<file path="config.mk">
export PLATFORM = sky130hd
export DESIGN_NAME = port_config_keypad_wake
export DESIGN_NICKNAME = d
export VERILOG_FILES = /design/src/shared/port_cfg_pkg.sv /design/src/design/port_config_keypad_wake.sv /design/src/design/pin_drive_cell.sv
export SDC_FILE = /design/constraint.sdc
export NUM_CORES = 1
export LEC_CHECK = 0
export ABC_CLOCK_PERIOD_IN_PS = 2200
export BUFFER_PORTS_ARGS = -buffer_cell sky130_fd_sc_hd__buf_4
export CAP_MARGIN = 40
export CORE_ASPECT_RATIO = 0.75
export CORE_MARGIN = 1
export CORE_UTILIZATION = 57
export CTS_CLUSTER_SIZE = 25
export DETAILED_ROUTE_END_ITERATION = 8
export PLACE_DENSITY_LB_ADDON = 0.2
export SLEW_MARGIN = 20
export SYNTH_ARGS = -nofsm -noshare
export SYNTH_HDL_FRONTEND = slang
export SYNTH_HIERARCHICAL = 1
export SYNTH_SLANG_ARGS = --single-unit
</file>
<file path="constraint.sdc">
create_clock -name i_clock -period 2.2 [get_ports i_clock]
set_input_delay 0.11 -clock i_clock [delete_from_list [all_inputs] [get_ports i_clock]]
set_output_delay 0.11 -clock i_clock [all_outputs]
set_load 0.005 [all_outputs]
</file>
<file path="src/shared/port_cfg_pkg.sv">
package port_cfg_pkg;
    localparam int         PORT_W           = 8;
    localparam int         NPORT            = 3;
    localparam int         P2_PINS          = 2;
    localparam int         NPIN             = 2 * PORT_W + P2_PINS;
    localparam int         STRONG_CYCLES    = 2;
    localparam logic [7:0] OFF_STRIDE       = 8'h0C;
    localparam logic [7:0] OFF_LATCH        = 8'h00;
    localparam logic [7:0] OFF_CFG_A        = 8'h04;
    localparam logic [7:0] OFF_CFG_B        = 8'h08;
    localparam logic [7:0] OFF_PIN_READ     = 8'h24;
    localparam logic [7:0] OFF_KEY_MASK     = 8'h28;
    localparam logic [7:0] OFF_AUX          = 8'h2C;
    localparam logic [7:0] OFF_IRQ_STAT     = 8'h30;
    localparam logic [7:0] OFF_IRQ_CLR      = 8'h34;
    localparam logic [7:0] OFF_IRQ_EN       = 8'h38;
    localparam logic [1:0] MODE_QUASI       = 2'h0;
    localparam logic [1:0] MODE_PUSH        = 2'h1;
    localparam logic [1:0] MODE_INPUT       = 2'h2;
    localparam logic [1:0] MODE_OPEN_DRAIN  = 2'h3;
    localparam int         P2A_SCHMITT_LSB  = 2;
    localparam int         P2A_T0_TOGGLE    = 5;
    localparam int         P2A_T1_TOGGLE    = 6;
    localparam int         P2A_CLKOUT       = 7;
    localparam int         AUX_FLAG_BIT     = 0;
    localparam int         AUX_ACTIVE_BIT   = 1;
    localparam int         IRQ_KEYPAD_BIT   = 0;
    localparam int         FIXED_OD_PIN_A   = 10;
    localparam int         FIXED_OD_PIN_B   = 11;
    localparam int         RESET_SHARED_PIN = 13;
    localparam int         OSC_PIN_OUT      = 16;
    localparam int         OSC_PIN_IN       = 17;
    localparam logic [7:0] CFG_RESET        = 8'h00;
    localparam logic [31:0] RD_ZERO         = 32'h0000_0000;
endpackage : port_cfg_pkg

</file>
<file path="src/design/port_config_keypad_wake.sv">
`timescale 1ns/100ps
module port_config_keypad_wake #(
    parameter int PORT_W = port_cfg_pkg::PORT_W,
    parameter int NPIN   = port_cfg_pkg::NPIN
) (
    input  wire logic            i_clock,
    input  wire logic            i_rst,
    input  wire logic            i_psel,
    input  wire logic            i_penable,
    input  wire logic            i_pwrite,
    input  wire logic [7:0]      i_paddr,
    input  wire logic [31:0]     i_pwdata,
    output logic      [31:0]     o_prdata,
    output logic                 o_pready,
    output logic                 o_pslverr,
    input  wire logic            i_cfg_reset_high,
    input  wire logic            i_cfg_internal_reset,
    input  wire logic            i_cfg_crystal_osc,
    input  wire logic [NPIN-1:0] i_pin,
    output logic      [NPIN-1:0] o_very_weak_pu,
    output logic      [NPIN-1:0] o_weak_pu,
    output logic      [NPIN-1:0] o_strong_pu,
    output logic      [NPIN-1:0] o_pull_down,
    output logic      [NPIN-1:0] o_input_en,
    output logic      [NPIN-1:0] o_schmitt_sel,
    output logic                 o_timer0_toggle_en,
    output logic                 o_timer1_toggle_en,
    output logic                 o_clkout_en,
    output logic                 o_irq
);
    localparam int NPORT = port_cfg_pkg::NPORT;

    logic [PORT_W-1:0] latch_reg [NPORT];
    logic [PORT_W-1:0] cfg_a_reg [NPORT];
    logic [PORT_W-1:0] cfg_b_reg [NPORT];
    logic [PORT_W-1:0] key_mask_reg;
    logic              key_active_reg;
    logic              keypad_flag_reg;
    logic              irq_en_reg;
    logic              int_rst_reg;
    logic              xtal_reg;
    logic [NPIN-1:0]   pin_meta_reg;
    logic [NPIN-1:0]   pin_sync_reg;
    logic [31:0]       rd_next;
    logic              hit_next;
    logic              setup;
    logic              wr;
    logic              key_low;
    logic              flag_clear;

    function automatic logic port_hit(input logic [7:0] addr,
                                      input int         port,
                                      input logic [7:0] off);
        port_hit = (addr == 8'(port * port_cfg_pkg::OFF_STRIDE + off));
    endfunction : port_hit

    assign setup = i_psel & ~i_penable;
    assign wr    = i_psel & i_penable & i_pwrite & o_pready;

    // Straps are sampled while reset is held
    always_ff @(posedge i_clock) begin
        if (i_rst) begin
            int_rst_reg <= i_cfg_internal_reset;
            xtal_reg    <= i_cfg_crystal_osc;
        end
    end

    always_ff @(posedge i_clock) begin
        if (i_rst) begin
            pin_meta_reg <= '0;
            pin_sync_reg <= '0;
        end else begin
            pin_meta_reg <= i_pin;
            pin_sync_reg <= pin_meta_reg;
        end
    end

    always_ff @(posedge i_clock) begin
        for (int p = 0; p < NPORT; p++) begin
            if (i_rst) begin
                latch_reg[p] <= {PORT_W{i_cfg_reset_high}};
                cfg_a_reg[p] <= port_cfg_pkg::CFG_RESET;
                cfg_b_reg[p] <= port_cfg_pkg::CFG_RESET;
            end else if (wr) begin
                if (port_hit(i_paddr, p, port_cfg_pkg::OFF_LATCH)) begin
                    latch_reg[p] <= i_pwdata[PORT_W-1:0];
                end
                if (port_hit(i_paddr, p, port_cfg_pkg::OFF_CFG_A)) begin
                    cfg_a_reg[p] <= i_pwdata[PORT_W-1:0];
                end
                if (port_hit(i_paddr, p, port_cfg_pkg::OFF_CFG_B)) begin
                    cfg_b_reg[p] <= i_pwdata[PORT_W-1:0];
                end
            end
        end
    end

    always_ff @(posedge i_clock) begin
        if (i_rst) begin
            key_mask_reg   <= '0;
            key_active_reg <= 1'b0;
            irq_en_reg     <= 1'b0;
        end else if (wr) begin
            if (i_paddr == port_cfg_pkg::OFF_KEY_MASK) begin
                key_mask_reg <= i_pwdata[PORT_W-1:0];
            end
            if (i_paddr == port_cfg_pkg::OFF_AUX) begin
                key_active_reg <= i_pwdata[port_cfg_pkg::AUX_ACTIVE_BIT];
            end
            if (i_paddr == port_cfg_pkg::OFF_IRQ_EN) begin
                irq_en_reg <= i_pwdata[port_cfg_pkg::IRQ_KEYPAD_BIT];
            end
        end
    end

    assign key_low = key_active_reg
                     & |(key_mask_reg & ~pin_sync_reg[PORT_W-1:0]);

    assign flag_clear = wr & (
        ((i_paddr == port_cfg_pkg::OFF_AUX)
         & ~i_pwdata[port_cfg_pkg::AUX_FLAG_BIT])
        | ((i_paddr == port_cfg_pkg::OFF_IRQ_CLR)
         & i_pwdata[port_cfg_pkg::IRQ_KEYPAD_BIT]));

    always_ff @(posedge i_clock) begin
        if (i_rst) begin
            keypad_flag_reg <= 1'b0;
        end else if (key_low) begin
            keypad_flag_reg <= 1'b1;
        end else if (flag_clear) begin
            keypad_flag_reg <= 1'b0;
        end
    end

    always_ff @(posedge i_clock) begin
        o_irq <= !i_rst && keypad_flag_reg && irq_en_reg;
    end

    always_ff @(posedge i_clock) begin
        if (i_rst) begin
            o_timer0_toggle_en <= 1'b0;
            o_timer1_toggle_en <= 1'b0;
            o_clkout_en        <= 1'b0;
        end else begin
            o_timer0_toggle_en <= cfg_a_reg[2][port_cfg_pkg::P2A_T0_TOGGLE];
            o_timer1_toggle_en <= cfg_a_reg[2][port_cfg_pkg::P2A_T1_TOGGLE];
            o_clkout_en        <= cfg_a_reg[2][port_cfg_pkg::P2A_CLKOUT];
        end
    end

    always_comb begin
        rd_next  = port_cfg_pkg::RD_ZERO;
        hit_next = 1'b0;
        for (int p = 0; p < NPORT; p++) begin
            if (port_hit(i_paddr, p, port_cfg_pkg::OFF_LATCH)) begin
                rd_next  = 32'(latch_reg[p]);
                hit_next = 1'b1;
            end
            if (port_hit(i_paddr, p, port_cfg_pkg::OFF_CFG_A)) begin
                rd_next  = 32'(cfg_a_reg[p]);
                hit_next = 1'b1;
            end
            if (port_hit(i_paddr, p, port_cfg_pkg::OFF_CFG_B)) begin
                rd_next  = 32'(cfg_b_reg[p]);
                hit_next = 1'b1;
            end
        end
        case (i_paddr)
            port_cfg_pkg::OFF_PIN_READ: begin
                rd_next  = 32'(pin_sync_reg & o_input_en);
                hit_next = 1'b1;
            end
            port_cfg_pkg::OFF_KEY_MASK: begin
                rd_next  = 32'(key_mask_reg);
                hit_next = 1'b1;
            end
            port_cfg_pkg::OFF_AUX: begin
                rd_next  = 32'({key_active_reg, keypad_flag_reg});
                hit_next = 1'b1;
            end
            port_cfg_pkg::OFF_IRQ_STAT: begin
                rd_next  = 32'(keypad_flag_reg);
                hit_next = 1'b1;
            end
            port_cfg_pkg::OFF_IRQ_CLR: begin
                hit_next = 1'b1;
            end
            port_cfg_pkg::OFF_IRQ_EN: begin
                rd_next  = 32'(irq_en_reg);
                hit_next = 1'b1;
            end
            default: begin
            end
        endcase
    end

    // One wait-free access phase after each setup
    always_ff @(posedge i_clock) begin
        if (i_rst) begin
            o_pready  <= 1'b0;
            o_pslverr <= 1'b0;
            o_prdata  <= port_cfg_pkg::RD_ZERO;
        end else begin
            o_pready  <= setup;
            o_pslverr <= setup & ~hit_next;
            if (setup) begin
                o_prdata <= i_pwrite ? port_cfg_pkg::RD_ZERO : rd_next;
            end
        end
    end

    for (genvar i = 0; i < NPIN; i++) begin : g_pin
        localparam int P = i / PORT_W;
        localparam int B = i % PORT_W;
        localparam bit FIX_OD = (i == port_cfg_pkg::FIXED_OD_PIN_A)
                             || (i == port_cfg_pkg::FIXED_OD_PIN_B);
        localparam bit RST_PIN = (i == port_cfg_pkg::RESET_SHARED_PIN);
        localparam bit OSC_PIN = (i == port_cfg_pkg::OSC_PIN_OUT)
                              || (i == port_cfg_pkg::OSC_PIN_IN);
        logic dis;

        assign dis = (RST_PIN && !int_rst_reg) || (OSC_PIN && xtal_reg);

        pin_drive_cell u_cell (
            .i_clock        (i_clock),
            .i_rst          (i_rst),
            .i_mode         ({cfg_a_reg[P][B], cfg_b_reg[P][B]}),
            .i_latch        (latch_reg[P][B]),
            .i_pin          (pin_sync_reg[i]),
            .i_force_od     (FIX_OD),
            .i_force_in     (RST_PIN),
            .i_disable      (dis),
            .o_very_weak_pu (o_very_weak_pu[i]),
            .o_weak_pu      (o_weak_pu[i]),
            .o_strong_pu    (o_strong_pu[i]),
            .o_pull_down    (o_pull_down[i]),
            .o_input_en     (o_input_en[i])
        );

        always_ff @(posedge i_clock) begin
            if (i_rst) begin
                o_schmitt_sel[i] <= FIX_OD || RST_PIN;
            end else begin
                o_schmitt_sel[i] <= FIX_OD || RST_PIN
                    || cfg_a_reg[2][port_cfg_pkg::P2A_SCHMITT_LSB + P];
            end
        end
    end
endmodule : port_config_keypad_wake

</file>
<file path="src/design/pin_drive_cell.sv">
`timescale 1ns/100ps
module pin_drive_cell #(
    parameter int STRONG_CYCLES = port_cfg_pkg::STRONG_CYCLES
) (
    input  wire logic       i_clock,
    input  wire logic       i_rst,
    input  wire logic [1:0] i_mode,
    input  wire logic       i_latch,
    input  wire logic       i_pin,
    input  wire logic       i_force_od,
    input  wire logic       i_force_in,
    input  wire logic       i_disable,
    output logic            o_very_weak_pu,
    output logic            o_weak_pu,
    output logic            o_strong_pu,
    output logic            o_pull_down,
    output logic            o_input_en
);
    localparam int CW = $clog2(STRONG_CYCLES + 1);
    localparam logic [CW-1:0] LOAD = CW'(STRONG_CYCLES - 1);

    logic [1:0]    mode;
    logic          is_qb;
    logic          is_pp;
    logic          is_od;
    logic          rise;
    logic          latch_prev_reg;
    logic [CW-1:0] strong_cnt_reg;

    always_comb begin
        if (i_force_od) begin
            mode = port_cfg_pkg::MODE_OPEN_DRAIN;
        end else if (i_force_in) begin
            mode = port_cfg_pkg::MODE_INPUT;
        end else begin
            mode = i_mode;
        end
    end

    assign is_qb = (mode == port_cfg_pkg::MODE_QUASI);
    assign is_pp = (mode == port_cfg_pkg::MODE_PUSH);
    assign is_od = (mode == port_cfg_pkg::MODE_OPEN_DRAIN);
    assign rise  = is_qb & i_latch & ~latch_prev_reg;

    always_ff @(posedge i_clock) begin
        latch_prev_reg <= i_rst ? 1'b1 : i_latch;
    end

    always_ff @(posedge i_clock) begin
        if (i_rst || !is_qb) begin
            strong_cnt_reg <= '0;
        end else if (rise) begin
            strong_cnt_reg <= LOAD;
        end else if (strong_cnt_reg != '0) begin
            strong_cnt_reg <= strong_cnt_reg - 1'b1;
        end
    end

    always_ff @(posedge i_clock) begin
        if (i_rst || i_disable) begin
            o_very_weak_pu <= 1'b0;
            o_weak_pu      <= 1'b0;
            o_strong_pu    <= 1'b0;
            o_pull_down    <= 1'b0;
            o_input_en     <= !i_rst && !i_disable;
        end else begin
            o_very_weak_pu <= is_qb & i_latch;
            o_weak_pu      <= is_qb & i_latch & i_pin;
            // strong pull-up: push-pull high level, or quasi-bidirectional rise pulse
            // Pulse tail only counts while still quasi-bidirectional
            o_strong_pu    <= (is_pp & i_latch) | rise
                              | (is_qb & (strong_cnt_reg != '0));
            o_pull_down    <= (is_qb | is_pp | is_od) & ~i_latch;
            o_input_en     <= 1'b1;
        end
    end
endmodule : pin_drive_cell

</file>
==> metrics <==
status=completed; Starting Density=between 50% and 60%; clk root buf=clkbuf_16; syn_area_per_cell=between 10 and 15 µm²; Final Net Count=1,588; crit end category=flop; Largest register FFs=36; initial DRC count=between 700 and 800; die width=between 150 and 200 µm; max frequency=around 470 MHz; GR Util All Layers=between 20 and 30%; WL/cell=17.1 µm; CP required=approximately 2600 ps; crit-path max FO=10; Final Hold Fails=0; Ys Warns=6; Tcrit/Tclk final=roughly 96%; first-pass GRT wire length=around 48 mm; Final Max Tran Viols=0; crit path cell chain=nand4_1 > nor3_2 > buf_4 > nand2_2 > nand2_1 > a21oi_1 > dlygate4sd3_1; maximum VDD drop=slightly below 600 µV; vias in the first global route=approximately 9,000; htree depth=1; ant diodes=0; startpoint types=flop; RSZ-0062 raised after global routing=false; Mapped Area=approximately 13,000 µm²; Setup Crit Path Kind=flop to flop; Vias=roughly 9,800; worst-margin pin slew=about 650 ps; DR DRC count=0; hpwl dp=21.4 mm; Max-Cap Viols=0; Post-synth EDFFs=74; final wirelength=between 30 and 40 mm; placed inst area=14,600 µm²; Tot Pwr=around 12 mW; DRT antenna net count=0; site row count=46; worst hold path class=primary input to flop; Layout Area Growth over Synthesis=26.4%; layout cell share with drive strength beyond 1=roughly 27%; slowest CP cell=dlygate4sd3_1; Finish-stage setup viols=0; post-synth top area cell=dfxtp_1; CTS tree=yes; Die H=between 100 and 150 µm; Syn Inst Count=around 1,200; final period demand of the worst path=about 2100 ps; synth cell count leaders=218 x dfxtp_1, 95 x nor2_1, 86 x a21oi_1; top cell type's share of synthesized area=around 35%; register area share after synthesis=a little over half; leak pwr=~6.4 nW; Netlist cell types=around 70; CTS buffer count=28; DRT Pass-1 Iters=5; vias per std cell=between 5 and 6; clock transition at the registers of the reported paths=60 ps; CP max stage delay=about 580 ps; Sum Neg Setup Slack=0 ps; skew final=7.81 ps; Setup crit start=o_pready$_SDFF_PP0_; power density over the cells=roughly 750 nW/µm²; fin area=about 16,000 µm²; # IOs=approximately 210; ys flop type=dfxtp_1; Die Area=about 23,000 µm²; flip-flop and latch count after synthesis=between 200 and 300; top post-synthesis cells by area=dfxtp_1 35%, edfxtp_1 18%, nor3b_2 3.6%, a21oi_1 3.4%, nor2_1 2.8%; initial antenna violation count=0; relative slew slack=between 50% and 60%; Num Clock Sinks=a little under 300; clock latency on the worst-skew pair=between 500 and 600 ps; Post-synth ARST share=0%; hold path startpoint=i_paddr[5]; clock buffer depth=3; Port Buffers=170; most common cell in the netlist=dfxtp_1; WP data arrival=between 2000 and 3000 ps; GPL Wtd Cong=just over 0.9; largest net degree at the start of global routing=84; Core ar.=about 21,000 µm²; overflow left after global routing=0; Worst R2R Start=o_pready$_SDFF_PP0_
## kinds of logic after synthesis
logic type	count (synthesis)	share of synthesized area (%)
compound gates	227	12.7
xor+xnor	19	1.32
fa+ha+maj	18	1.78
buf+inv	145	5.44
flops	292	52.1
mux	12	1.67
other cells	2	0.0594
simple gates	480	25.0
## what timing repair did
item | in CTS | in global routing
setup buffers | 0 | 0
resized for setup | 0 | 2
hold buffers | 36 | 0
hold endpoints to repair | 65 | 0
setup endpoints to repair | 0 | 4
## per-stage QoR
step / hold slack, ps / worst slack [ps] / util (%) / cells
finish: 24.0 / 87.3 / 74.4 / 1814
global route: 62.3 / 6.53 / 74.4 / 1814
CTS: 9.77 / 41.7 / 74.4 / 1814
detailed placement: 290 / 332 / 67.9 / 1726
global placement: 289 / 316 / 67.9 / 1726
floorplan: 189 / 307 / - / 1312
## report_power, final
group	leakage [nW]	switching, mW	internal, mW
logic	3.32	0.474	0.399
registers	2.55	0.148	5.67
clock network	0.516	2.05	3.24
total	6.38	2.67	9.30
## path summary, 6_finish.rpt
path / end / slack, ps / cells past startpoint
setup / recovery: key_mask_reg[7]$_SDFFE_PP0P_ / 90 / 7
hold / removal: irq_en_reg$_SDFFE_PP0P_ / 20 / 4
setup reg to reg: key_mask_reg[7]$_SDFFE_PP0P_ / 90 / 7
hold reg to reg: pin_sync_reg[6]$_SDFF_PP0_ / 440 / 1
## layout make-up
| class | count | area [µm²] |
|---|---|---|
| Inverter | 64 | 240 |
| Clock buffer | 40 | 872 |
| Fill cell | 1458 | 5490 |
| Sequential cell | 292 | 6590 |
| Clock inverter | 12 | 165 |
| Tap cell | 288 | 360 |
| Timing Repair Buffer | 243 | 1930 |
| Multi-Input combinational cell | 875 | 5830 |
## per-layer routing
metal | track usage [%] | vias to the layer above | wire length, µm | part of all wire [%]
met2 | 42.5 | 399 | 14000 | 45
li1 | - | 4660 | - | -
met3 | 4.20 | 67 | 2370 | 7.6
met4 | 8.10 | 0 | 785 | 2.5
met5 | 0 | - | 0 | 0
met1 | 38.4 | 4675 | 14000 | 45
## worst max-delay path: cells and delay by family (launching register included)
kind	cells	cell delay, ps
buf+inv	2	800
simple gates	4	780
flops	1	370
compound gates	1	60
## layout by cell type (no fill, tap or decap), types with 36 or more instances in the layout
master / n
buf_4: 205
dfxtp_1: 218
dlygate4sd3_1: 36
a21oi_1: 86
nor2_1: 95
conb_1: 119
nor2b_1: 50
edfxtp_1: 74
nor3b_2: 36
nand2_1: 53
nand2b_1: 39
inv_1: 64
Note: power is estimated with default switching activity, not from simulation.
